$ cat config.mk
export PLATFORM = sky130hd
export DESIGN_NAME = mspc_monitor_ctrl
export DESIGN_NICKNAME = d
export VERILOG_FILES = /design/src/rtl/mspc_pkg.sv /design/src/rtl/mspc_flag_if.sv /design/src/rtl/mspc_limit_flags.sv /design/src/rtl/mspc_monitor_ctrl.sv
export SDC_FILE = /design/constraint.sdc
export NUM_CORES = 1
export LEC_CHECK = 0
export ABC_AREA = 1
export BUFFER_PORTS_ARGS = -buffer_cell sky130_fd_sc_hd__buf_2
export CORE_MARGIN = 2
export CORE_UTILIZATION = 45
export DETAILED_ROUTE_END_ITERATION = 12
export PLACE_DENSITY = 0.67
export SYNTH_ARGS = -nofsm -noshare
export SYNTH_HDL_FRONTEND = slang
export SYNTH_SLANG_ARGS = --single-unit
$ cat constraint.sdc
create_clock -name ref_clk -period 9.3 [get_ports ref_clk]
set_input_delay 0.93 -clock ref_clk [delete_from_list [all_inputs] [get_ports ref_clk]]
set_output_delay 0.93 -clock ref_clk [all_outputs]
set_load 0.005 [all_outputs]
$ cat src/rtl/mspc_pkg.sv
// constants shared by the monitor status and pin control block
// assumes a 100 MHz system clock and a decoded register access port
package mspc_pkg;

    // register addresses
    localparam logic [7:0] ADDR_CFG1      = 8'h00;
    localparam logic [7:0] ADDR_CFG2      = 8'h01;
    localparam logic [7:0] ADDR_STATUS    = 8'h02;
    localparam logic [7:0] ADDR_SHUNT_POS = 8'h0c;
    localparam logic [7:0] ADDR_SHUNT_NEG = 8'h0d;
    localparam logic [7:0] ADDR_BUS_POS   = 8'h0e;
    localparam logic [7:0] ADDR_BUS_NEG   = 8'h0f;
    localparam logic [7:0] ADDR_PWR_LIM   = 8'h10;
    localparam logic [7:0] ADDR_LOCAL_LIM = 8'h11;

    // field positions
    localparam int CFG1_ONESHOT = 14;
    localparam int MODE_MSB     = 2;
    localparam int MODE_LSB     = 0;
    localparam int CFG2_CONT    = 15;
    localparam int EN_MSB       = 14;
    localparam int EN_LSB       = 11;
    localparam int RATE_MSB     = 9;
    localparam int RATE_LSB     = 7;
    localparam int PIN_BIT      = 2;
    localparam int PMODE_MSB    = 1;
    localparam int PMODE_LSB    = 0;
    localparam int ST_SHUNT_OVR = 15;
    localparam int ST_SHUNT_UND = 14;
    localparam int ST_BUS_OVR   = 13;
    localparam int ST_BUS_UND   = 12;
    localparam int ST_PWR_OVR   = 11;
    localparam int ST_LOCAL     = 10;

    // reset values and write masks
    localparam logic [15:0] CFG1_RESET  = 16'h0007;
    localparam logic [15:0] CFG1_WMASK  = 16'hbfff;
    localparam logic [15:0] CFG2_RESET  = 16'hff80;
    localparam logic [15:0] CFG2_WMASK  = 16'hff83;
    localparam logic [15:0] STAT_RESET  = 16'h0000;
    localparam logic [15:0] POS_RESET   = 16'h7fff;
    localparam logic [15:0] NEG_RESET   = 16'h8000;
    localparam logic [15:0] UPOS_RESET  = 16'hffff;
    localparam logic [15:0] UNEG_RESET  = 16'h0000;
    localparam logic [15:0] HYST_RESET  = 16'h0008;

    // codes
    localparam logic [2:0] RATE_FASTEST = 3'h7;
    localparam logic [1:0] PMODE_LOW    = 2'h2;
    localparam logic [1:0] PMODE_HIGH   = 2'h3;

    // conversion intervals in ms per rate code, and per-channel slot
    localparam logic [14:0] RATE_MS [0:7] = '{15'h3e80, 15'h1f40,
        15'h0fa0, 15'h07d0, 15'h03e8, 15'h01f4, 15'h00fa, 15'h007d};
    localparam logic [14:0] SLOT_MS = 15'h007d;

    // timing: one interval tick per millisecond
    localparam int CLK_PERIOD_NS = 10;
    localparam int TICK_TIME_US  = 1000;
    localparam int TICK_CYCLES   = TICK_TIME_US * 1000 / CLK_PERIOD_NS;

endpackage : mspc_pkg

$ cat src/rtl/mspc_flag_if.sv
// carrier between the control module and the limit flag module
// assumes both ends share ref_clk
`timescale 1ns/10ps
`default_nettype none
interface mspc_flag_if;
    logic        conv_end;
    logic        latch_mode;
    logic        read_clr;
    logic [15:0] shunt;
    logic [15:0] bus;
    logic [15:0] power;
    logic [15:0] local_t;
    logic [15:0] lim_shunt_pos;
    logic [15:0] lim_shunt_neg;
    logic [15:0] lim_bus_pos;
    logic [15:0] lim_bus_neg;
    logic [15:0] lim_pwr;
    logic [15:0] lim_local;
    logic [15:0] hyst;
    logic [15:0] flags;

    modport ctrl (output conv_end, latch_mode, read_clr, shunt, bus, power,
                  local_t, lim_shunt_pos, lim_shunt_neg, lim_bus_pos,
                  lim_bus_neg, lim_pwr, lim_local, hyst, input flags);
    modport flagger (input conv_end, latch_mode, read_clr, shunt, bus,
                     power, local_t, lim_shunt_pos, lim_shunt_neg,
                     lim_bus_pos, lim_bus_neg, lim_pwr, lim_local, hyst,
                     output flags);
endinterface : mspc_flag_if
`default_nettype wire

$ cat src/rtl/mspc_limit_flags.sv
// limit comparators and the status flags in latch or transparent mode
// assumes results are held between conversion-end pulses
`timescale 1ns/10ps
`default_nettype none
module mspc_limit_flags (
    input wire logic    ref_clk,
    input wire logic    nrst,
    mspc_flag_if.flagger fi
);
    logic [15:0] flags_r;
    logic [15:0] flags_nxt;
    logic [5:0]  viol;
    logic        temp_hi;
    logic        temp_lo;
    logic [16:0] lim_hi;
    logic [16:0] lim_lo;

    localparam logic [15:0] STAT_ZERO = mspc_pkg::STAT_RESET;

    assign fi.flags = flags_r;

    ////////////////////////////////////////////////////////////////////
    // comparators; shunt and temperature are signed, bus and power not
    always_comb begin
        lim_hi = {fi.lim_local[15], fi.lim_local}
               + {2'h0, fi.hyst[15:1]};
        lim_lo = {fi.lim_local[15], fi.lim_local}
               - {2'h0, fi.hyst[15:1]};
        viol[5] = $signed(fi.shunt) > $signed(fi.lim_shunt_pos); // RQ12
        viol[4] = $signed(fi.shunt) < $signed(fi.lim_shunt_neg); // RQ13
        viol[3] = fi.bus > fi.lim_bus_pos; // RQ14
        viol[2] = fi.bus < fi.lim_bus_neg; // RQ15
        viol[1] = fi.power > fi.lim_pwr; // RQ16
        temp_hi = $signed({fi.local_t[15], fi.local_t}) > $signed(lim_hi);
        temp_lo = $signed({fi.local_t[15], fi.local_t}) < $signed(lim_lo);
        viol[0] = temp_hi;
    end

    ////////////////////////////////////////////////////////////////////
    // flag update; a set at conversion end wins over a read clear
    always_comb begin
        flags_nxt = flags_r;
        if (fi.latch_mode) begin
            if (fi.read_clr) begin
                flags_nxt = STAT_ZERO; // RQ9 RQ19
            end
            if (fi.conv_end) begin
                flags_nxt[15:10] = flags_nxt[15:10] | viol; // RQ9
            end
        end else begin
            flags_nxt[15:11] = viol[5:1]; // RQ10
            if (temp_hi) begin
                flags_nxt[mspc_pkg::ST_LOCAL] = 1'b1; // RQ17
            end else if (temp_lo) begin
                flags_nxt[mspc_pkg::ST_LOCAL] = 1'b0; // RQ17
            end
        end
    end

    // flag register
    always_ff @(posedge ref_clk) begin
        if (!nrst) begin
            flags_r <= mspc_pkg::STAT_RESET; // RQ8
        end else begin
            flags_r <= flags_nxt;
        end
    end
endmodule : mspc_limit_flags
`default_nettype wire

$ cat src/rtl/mspc_monitor_ctrl.sv
// control and status logic of the temperature and supply monitor
// assumes a decoded register port from the two-wire slave, synchronous
// pin input, and conversion results held by the analog front end
//
// Requirements on this block, the board and the host
// RQ1: rate 4/s gives 2 2/3 per second at three, 2 at four channels
// RQ2: rate 8/s gives 4 per second at two, 2 2/3 at three channels
// RQ3: temperature tick starts one voltage conversion if rate not fastest
// RQ4: config bit 2 is read-only and shows the sensed pin level
// RQ5: pin mode 00 or 01 leaves the pin undriven; 00 after reset
// RQ6: pin mode 10 drives the pin low, 11 drives it high
// RQ7: board must not leave the pin floating at start-up
// RQ8: sixteen-bit status register at 02h, zero after reset
// RQ9: latch mode holds flags until status read, sets again if violated
// RQ10: transparent mode drops flags once the limit is no longer violated
// RQ11: host reads status once after power-up and setup
// RQ12: bit 15 set when shunt result exceeds shunt positive limit
// RQ13: bit 14 set when shunt result falls below shunt negative limit
// RQ14: bit 13 set when bus result exceeds bus positive limit
// RQ15: bit 12 set when bus result falls below bus negative limit
// RQ16: bit 11 set when power result exceeds power limit
// RQ17: local flag sets above limit plus half hysteresis, clears below minus
// RQ18: triggered voltage modes stay powered down until a start
// RQ19: status read returns flags before the clear takes effect
`timescale 1ns/10ps
`default_nettype none
module mspc_monitor_ctrl #(
    parameter int TICK_CYCLES = mspc_pkg::TICK_CYCLES
) (
    input  wire logic        ref_clk,
    input  wire logic        nrst,
    input  wire logic [7:0]  reg_addr,
    input  wire logic        reg_wr,
    input  wire logic        reg_rd,
    input  wire logic [15:0] reg_wdata,
    output logic      [15:0] rd_data,
    output logic             rd_valid,
    input  wire logic        latch_mode,
    input  wire logic        conv_end,
    input  wire logic [15:0] shunt_result,
    input  wire logic [15:0] bus_result,
    input  wire logic [15:0] power_result,
    input  wire logic [15:0] local_result,
    input  wire logic        pin_in,
    output logic             pin_out,
    output logic             pin_oe,
    output logic             temp_conv_tick,
    output logic             volt_start,
    output logic             volt_off
);
    localparam int TW = $clog2(TICK_CYCLES + 1);

    mspc_flag_if fi ();

    logic [15:0] cfg1_r, cfg1_nxt;
    logic [15:0] cfg2_r, cfg2_nxt;
    logic [15:0] lsp_r, lsp_nxt;
    logic [15:0] lsn_r, lsn_nxt;
    logic [15:0] lbp_r, lbp_nxt;
    logic [15:0] lbn_r, lbn_nxt;
    logic [15:0] lpw_r, lpw_nxt;
    logic [15:0] llc_r, llc_nxt;
    logic [15:0] rd_data_r, rd_data_nxt;
    logic        rd_valid_r, rd_valid_nxt;
    logic        pin_lvl_r, pin_lvl_nxt;
    logic        pin_out_r, pin_out_nxt;
    logic        pin_oe_r, pin_oe_nxt;
    logic [TW-1:0] tick_cnt_r, tick_cnt_nxt;
    logic [14:0] ms_cnt_r, ms_cnt_nxt;
    logic        tick_r, tick_nxt;
    logic        vstart_r, vstart_nxt;
    logic        voff_r, voff_nxt;
    logic        ms_tick;
    logic        temp_run;
    logic        one_shot;
    logic [2:0]  nch;
    logic [14:0] interval;
    logic [2:0]  mode_now;

    ////////////////////////////////////////////////////////////////////
    // helpers
    function automatic logic [2:0] chan_count(input logic [3:0] en);
        chan_count = {2'h0, en[0]} + {2'h0, en[1]}
                   + {2'h0, en[2]} + {2'h0, en[3]};
    endfunction : chan_count

    function automatic logic is_trig(input logic [2:0] mode);
        is_trig = !mode[2] && (mode[1:0] != 2'h0);
    endfunction : is_trig

    // interval stretches to one slot per enabled channel at fast rates
    function automatic logic [14:0] eff_interval(input logic [2:0] rate,
                                                 input logic [2:0] n);
        logic [14:0] base;
        logic [14:0] slots;
        base  = mspc_pkg::RATE_MS[rate];
        slots = 15'({12'h000, n} * mspc_pkg::SLOT_MS);
        eff_interval = (slots > base) ? slots : base;
    endfunction : eff_interval

    ////////////////////////////////////////////////////////////////////
    // flag module and its carrier
    assign fi.conv_end      = conv_end;
    assign fi.latch_mode    = latch_mode;
    assign fi.read_clr      = reg_rd && (reg_addr == mspc_pkg::ADDR_STATUS)
                              && latch_mode;
    assign fi.shunt         = shunt_result;
    assign fi.bus           = bus_result;
    assign fi.power         = power_result;
    assign fi.local_t       = local_result;
    assign fi.lim_shunt_pos = lsp_r;
    assign fi.lim_shunt_neg = lsn_r;
    assign fi.lim_bus_pos   = lbp_r;
    assign fi.lim_bus_neg   = lbn_r;
    assign fi.lim_pwr       = lpw_r;
    assign fi.lim_local     = llc_r;
    assign fi.hyst          = mspc_pkg::HYST_RESET;

    mspc_limit_flags u_flags (
        .ref_clk (ref_clk),
        .nrst    (nrst),
        .fi      (fi.flagger)
    );

    ////////////////////////////////////////////////////////////////////
    // register port: writes and reads
    always_comb begin
        cfg1_nxt     = cfg1_r;
        cfg2_nxt     = cfg2_r;
        lsp_nxt      = lsp_r;
        lsn_nxt      = lsn_r;
        lbp_nxt      = lbp_r;
        lbn_nxt      = lbn_r;
        lpw_nxt      = lpw_r;
        llc_nxt      = llc_r;
        one_shot     = 1'b0;
        rd_valid_nxt = reg_rd;
        rd_data_nxt  = rd_data_r;
        if (reg_wr) begin
            case (reg_addr)
                mspc_pkg::ADDR_CFG1: begin
                    cfg1_nxt = reg_wdata & mspc_pkg::CFG1_WMASK;
                    one_shot = reg_wdata[mspc_pkg::CFG1_ONESHOT];
                end
                mspc_pkg::ADDR_CFG2: begin
                    cfg2_nxt = reg_wdata & mspc_pkg::CFG2_WMASK; // RQ4
                end
                mspc_pkg::ADDR_SHUNT_POS: lsp_nxt = reg_wdata;
                mspc_pkg::ADDR_SHUNT_NEG: lsn_nxt = reg_wdata;
                mspc_pkg::ADDR_BUS_POS:   lbp_nxt = reg_wdata;
                mspc_pkg::ADDR_BUS_NEG:   lbn_nxt = reg_wdata;
                mspc_pkg::ADDR_PWR_LIM:   lpw_nxt = reg_wdata;
                mspc_pkg::ADDR_LOCAL_LIM: llc_nxt = reg_wdata;
                default: ;
            endcase
        end
        if (reg_rd) begin
            case (reg_addr)
                mspc_pkg::ADDR_CFG1: rd_data_nxt = cfg1_r;
                mspc_pkg::ADDR_CFG2: begin
                    rd_data_nxt = cfg2_r;
                    rd_data_nxt[mspc_pkg::PIN_BIT] = pin_lvl_r; // RQ4
                end
                mspc_pkg::ADDR_STATUS:    rd_data_nxt = fi.flags; // RQ19
                mspc_pkg::ADDR_SHUNT_POS: rd_data_nxt = lsp_r;
                mspc_pkg::ADDR_SHUNT_NEG: rd_data_nxt = lsn_r;
                mspc_pkg::ADDR_BUS_POS:   rd_data_nxt = lbp_r;
                mspc_pkg::ADDR_BUS_NEG:   rd_data_nxt = lbn_r;
                mspc_pkg::ADDR_PWR_LIM:   rd_data_nxt = lpw_r;
                mspc_pkg::ADDR_LOCAL_LIM: rd_data_nxt = llc_r;
                default: rd_data_nxt = 16'h0000;
            endcase
        end
    end

    always_ff @(posedge ref_clk) begin
        if (!nrst) begin
            cfg1_r     <= mspc_pkg::CFG1_RESET;
            cfg2_r     <= mspc_pkg::CFG2_RESET; // RQ5
            lsp_r      <= mspc_pkg::POS_RESET;
            lsn_r      <= mspc_pkg::NEG_RESET;
            lbp_r      <= mspc_pkg::UPOS_RESET;
            lbn_r      <= mspc_pkg::UNEG_RESET;
            lpw_r      <= mspc_pkg::UPOS_RESET;
            llc_r      <= mspc_pkg::POS_RESET;
            rd_data_r  <= 16'h0000;
            rd_valid_r <= 1'b0;
        end else begin
            cfg1_r     <= cfg1_nxt;
            cfg2_r     <= cfg2_nxt;
            lsp_r      <= lsp_nxt;
            lsn_r      <= lsn_nxt;
            lbp_r      <= lbp_nxt;
            lbn_r      <= lbn_nxt;
            lpw_r      <= lpw_nxt;
            llc_r      <= llc_nxt;
            rd_data_r  <= rd_data_nxt;
            rd_valid_r <= rd_valid_nxt;
        end
    end

    ////////////////////////////////////////////////////////////////////
    // pin mode and readback
    always_comb begin
        pin_lvl_nxt = pin_in; // RQ4
        pin_oe_nxt  = cfg2_r[mspc_pkg::PMODE_MSB]; // RQ5 RQ6
        pin_out_nxt = cfg2_r[mspc_pkg::PMODE_MSB:mspc_pkg::PMODE_LSB]
                      == mspc_pkg::PMODE_HIGH; // RQ6
    end

    always_ff @(posedge ref_clk) begin
        if (!nrst) begin
            pin_lvl_r <= 1'b0;
            pin_out_r <= 1'b0;
            pin_oe_r  <= 1'b0;
        end else begin
            pin_lvl_r <= pin_lvl_nxt;
            pin_out_r <= pin_out_nxt;
            pin_oe_r  <= pin_oe_nxt;
        end
    end

    ////////////////////////////////////////////////////////////////////
    // conversion interval timer and voltage triggering
    always_comb begin
        mode_now = cfg1_nxt[mspc_pkg::MODE_MSB:mspc_pkg::MODE_LSB];
        nch      = chan_count(cfg2_r[mspc_pkg::EN_MSB:mspc_pkg::EN_LSB]);
        interval = eff_interval(
            cfg2_r[mspc_pkg::RATE_MSB:mspc_pkg::RATE_LSB], nch); // RQ1 RQ2
        temp_run = cfg2_r[mspc_pkg::CFG2_CONT] && (nch != 3'h0);
        ms_tick  = tick_cnt_r == TW'(TICK_CYCLES - 1);
        tick_cnt_nxt = ms_tick ? '0 : tick_cnt_r + TW'(1);
        tick_nxt     = 1'b0;
        ms_cnt_nxt   = ms_cnt_r;
        if (!temp_run) begin
            ms_cnt_nxt = 15'h0000;
        end else if (ms_tick) begin
            if (ms_cnt_r + 15'h0001 >= interval) begin
                ms_cnt_nxt = 15'h0000;
                tick_nxt   = 1'b1; // RQ1 RQ2
            end else begin
                ms_cnt_nxt = ms_cnt_r + 15'h0001;
            end
        end
        vstart_nxt = is_trig(mode_now) && (one_shot || (tick_nxt
            && cfg2_r[mspc_pkg::RATE_MSB:mspc_pkg::RATE_LSB]
               != mspc_pkg::RATE_FASTEST)); // RQ3 RQ18
        voff_nxt = !mode_now[2] && !vstart_nxt; // RQ18
    end

    always_ff @(posedge ref_clk) begin
        if (!nrst) begin
            tick_cnt_r <= '0;
            ms_cnt_r   <= 15'h0000;
            tick_r     <= 1'b0;
            vstart_r   <= 1'b0;
            voff_r     <= 1'b0;
        end else begin
            tick_cnt_r <= tick_cnt_nxt;
            ms_cnt_r   <= ms_cnt_nxt;
            tick_r     <= tick_nxt;
            vstart_r   <= vstart_nxt;
            voff_r     <= voff_nxt;
        end
    end

    assign rd_data        = rd_data_r;
    assign rd_valid       = rd_valid_r;
    assign pin_out        = pin_out_r;
    assign pin_oe         = pin_oe_r;
    assign temp_conv_tick = tick_r;
    assign volt_start     = vstart_r;
    assign volt_off       = voff_r;
endmodule : mspc_monitor_ctrl
`default_nettype wire

==> results by stage <==
Timing:
- Across all setup checks in the final design, the least slack found is 3.58 ns.
- The final count of hold timing violations is 0.
- The routed design could run at a clock period as short as 5.72 ns.
- Dividing the final minimum period by the clock period gives 0.615.
- For the pin with the worst max-slew slack, the measured transition is 1.22 ns.
- The total setup violations reported at the end of the flow is 0.
- The worst slew margin relative to its limit is 0.181.
- Setup repair after global routing left no endpoint under its margin.
- The worst-case clock skew is 0.0168 ns.
- The fmax is 175 MHz.
- The number of slew-limit violations in the final report came to 0.
- Summed over all failing endpoints, the final setup total negative slack is 0 ns.

Power and ir drop:
- Power spread over the standard cell area amounts to 127 mW/mm^2.
- Of the total power, combinational logic draws 0.092.
- The analysis attributes to net switching a power of 0.426 mW.
- The cell-internal power is 1.24 mW.
- Of the total power, the clock network draws 0.435.
- The worst IR drop on VDD is 0.0823 mV.
- In this run the static leakage power is 6.49 nW.
- Of the total power, the share spent switching nets is 0.255.
- The part of the total power dissipated in sequential elements is 0.473.

Global route:
- The via count of the first global-routing pass was 10,600.
- The first-pass GRT wire length is 55,700 microns.
- For this run, the total global-route usage over all layers was measured as 0.254.
- Entering global routing, the biggest net connects 112 pins.
- The number of antenna violations at the first check in global routing was 0.
- For this run the aggregate overflow at the end of global routing stands at 0.

Worst setup path:
- The slowest stage of the critical path is the sky130_fd_sc_hd__fa_1 cell.
- The maximum fanout along the worst path is 18.
- The category of the worst setup path capture point is a flop.
- The largest single stage delay on the critical path is 0.56 ns.
- The launching instance or port of the critical path is cfg2_r[11].
- The arrival time at the worst endpoint is 6.08 ns.
- The number of cells on the worst reg-to-reg path is 31.
- The worst endpoint required time is 9.66 ns.
- Counting stages on the worst path, the most repeated cell is sky130_fd_sc_hd__nand2_1.
- The reg-to-reg setup timing slack is 3.58 ns.
- The critical path is of the flop to flop type.
- The termination of the worst setup path is ms_cnt_r[3].
- The endpoint of the worst register-to-register path is ms_cnt_r[3].
- The reg-to-reg critical path startpoint is cfg2_r[11].
- The launching element type of the critical path is a flop.

Synth:
- The count of unique library cells instantiated by Yosys is 43.
- The average size of a mapped cell is 7.09 sq um.
- The share of synthesized area occupied by flip-flops and latches is 0.310.
- Synthesis produced a netlist whose cell count is 1,669.
- The number of warnings printed during yosys synthesis is 0.
- Counting every net in the synthesized netlist gives 1,913.
- In this run the cell area of the synthesized design comes to 0.0118 sq mm.
- After synthesis the netlist holds a flip-flop and latch count of 183.

Clock network:
- The clock latency on the worst-skew pair is 0.44 ns.
- The clock tree synthesis step divided the H-tree into 4 levels.
- The count of buffers added by post-CTS timing repair for setup is 0.
- TritonCTS built the clock tree.
- The number of buffers created by CTS is 17.
- The count of instances resized after the clock tree is built is 0.
- The number of buffers inserted by hold repair at cts is 0.
- The longest clock path from root to sink contains 2 buffers.
- After clock tree synthesis, the clock-pin slew on the worst setup and hold paths is 0.07 ns.
- The tree built by TritonCTS fans out to 183 sinks.
- The library cell used as clock root buffer is sky130_fd_sc_hd__clkbuf_16.

Min path:
- Counting instances, the worst hold path has a depth of 1.
- The path class of the tightest hold or removal check is flop to flop.

Placed design:
- Timing analysis after detailed placement gives a worst setup slack of 3.63 ns.
- During placement, the flow inserted port buffers numbering 116.
- Routability-driven placement finished with a final weighted congestion of 0.919.
- Summed over all nets, the half-perimeter wirelength after detailed placement is 26,800 microns.

Floorplan:
- The overall die width is 166 microns.
- During I/O placement, the number of pins put on the boundary was 117.
- The region available for standard cell placement spans 0.0259 sq mm.
- The row count is 59.
- The initial core utilization is 0.456.
- The die covers 0.0276 sq mm.
- The height of the chip is 166 microns.

Routing:
- The final layout contains routed wiring with a total length of 35,600 microns.
- The number of vias after detailed routing is 11,400.
- The first detailed-routing pass took 5 iterations.
- In the routed design, unresolved DRC markers number 0.
- In the routed layout, each cell is associated on average with a via count of 5.42.
- The detailed router's first-iteration violation count is 818.
- The per-cell routed wire length is 17.0 microns.
- The number of routed nets with antenna violations is 0.

Final layout:
- Leaving out fill and tap cells, the most frequent cells in the layout are sky130_fd_sc_hd__nand2_1 (347), sky130_fd_sc_hd__inv_1 (231), sky130_fd_sc_hd__dfxtp_1 (183), sky130_fd_sc_hd__a21oi_1 (173), sky130_fd_sc_hd__ha_1 (146).
- Compared with the post-synthesis result, the final layout area differs by 11.5%.
- The number of antenna diodes in the final layout is 0.
- Of the cells placed in the final design, the portion with a size suffix greater than 1 is 0.0960.
- The layout net count is 1,993.
- Leaving out fill and tap cells, the most frequent cell in the layout is sky130_fd_sc_hd__nand2_1.

Run:
- The tool flagged a number of max-cap violations equal to 0.

Outcome:
- The flow ran to the end, and the final reports show no timing, DRC or antenna violations.
-- how the worst min path moves through the flow --
stage	from	endpoint	slack, ns
floorplan	tick_cnt_r[0]	tick_cnt_r[0]	0.42
detailed placement	fi.lim_shunt_neg[15]	fi.lim_shunt_neg[15]	0.44
global placement	tick_cnt_r[0]	tick_cnt_r[0]	0.44
CTS	tick_cnt_r[0]	tick_cnt_r[0]	0.46
global route	tick_cnt_r[0]	tick_cnt_r[0]	0.48
finish	tick_cnt_r[0]	tick_cnt_r[0]	0.46
-- flip-flops by register name, summed over array words and instances (netlist names), 6 cells and up --
register and cells:
tick_cnt_r 17, fi.lim_bus_neg 16, fi.lim_bus_pos 16, fi.lim_local 16, fi.lim_pwr 16, fi.lim_shunt_neg 16, fi.lim_shunt_pos 16, rd_data 16
cfg1_r 15, ms_cnt_r 15, cfg2_r 11, u_flags.fi.flags 6
-- area by class of cell --
| type | instances | area [sq um] |
|---|---|---|
| clock buffer | 18 | 439 |
| clock inverter | 12 | 141 |
| fill | 2566 | 12700 |
| inverter | 238 | 893 |
| multi-input combinational | 1190 | 7020 |
| sequential | 183 | 3660 |
| tap | 335 | 419 |
| timing repair buffer | 119 | 603 |
-- cell families after synthesis --
family          after synthesis  synth area share
compound gates              412             0.197
xor+xnor                     42            0.0311
fa+ha+maj                   149             0.160
buf+inv                     296            0.0969
flops                       183             0.310
simple gates                587             0.206
-- worst max-delay path, delay by kind of cell, from the launching register on --
kind / cells / cell delay [ns]
xor+xnor: 1 / 0.15
fa+ha+maj: 8 / 2.76
simple gates: 14 / 1.53
flops: 1 / 0.34
compound gates: 4 / 0.60
buf+inv: 4 / 0.27
-- Yosys cell counts, drive strengths merged --
| cell | count | area, sq um |
|---|---|---|
| clkbuf | 37 | 139 |
| nand3 | 57 | 285 |
| a211oi | 3 | 22.5 |
| a31oi | 1 | 6.26 |
| a2111oi | 1 | 8.76 |
| nand2 | 349 | 1320 |
| fa | 3 | 60.1 |
| o21bai | 3 | 22.5 |
| and3 | 3 | 18.8 |
| o2bb2ai | 1 | 8.76 |
| o22ai | 43 | 269 |
| xor2 | 38 | 333 |
| nor3 | 30 | 165 |
| o31ai | 2 | 15.0 |
| clkinv | 2 | 7.51 |
| o31a | 1 | 8.76 |
| a22oi | 1 | 7.51 |
| o21ai | 114 | 571 |
| a41oi | 2 | 17.5 |
| inv | 236 | 886 |
| a21oi | 173 | 866 |
| nand3b | 3 | 22.5 |
| nor2 | 121 | 472 |
| nand4 | 19 | 119 |
| nor3b | 2 | 20.0 |
| a21o | 5 | 37.5 |
| ha | 146 | 1830 |
| o211ai | 58 | 435 |
| nor4 | 2 | 12.5 |
| xnor2 | 4 | 35.0 |
| or2 | 1 | 6.26 |
| o21a | 4 | 30.0 |
| dfxtp | 183 | 3660 |
| buf | 21 | 114 |
-- metrics by stage --
step | power (mW) | utilization | hold WS [ns] | std cells | area, sq um
floorplan | 0.892 | - | 0.418 | 1669 | 11800
global placement | 0.955 | 0.486 | 0.436 | 2065 | 12600
detailed placement | 0.959 | 0.486 | 0.445 | 2065 | 12600
CTS | 1.68 | 0.509 | 0.460 | 2095 | 13200
global route | 1.73 | 0.509 | 0.478 | 2095 | 13200
finish | 1.67 | 0.509 | 0.462 | 2095 | 13200
-- power groups by stage --
stage	Clock, mW	Sequential (mW)	Combinational [mW]
2_1_floorplan	0	0.808	0.0846
3_3_place_gp	0	0.809	0.147
3_5_place_dp	0	0.809	0.150
4_1_cts	0.735	0.791	0.152
5_1_grt	0.768	0.791	0.174
6_report	0.727	0.791	0.153
-- layer usage --
layer | part of all wire | track usage | vias to the layer above | wire length [microns]
li1 | - | - | 5729 | -
met2 | 0.46 | 0.417 | 351 | 16400
met5 | 0 | 0 | - | 0
met1 | 0.45 | 0.340 | 5214 | 15800
met3 | 0.064 | 0.0398 | 63 | 2290
met4 | 0.030 | 0.0896 | 0 | 1070
Note: power is estimated with default switching activity, not from simulation.
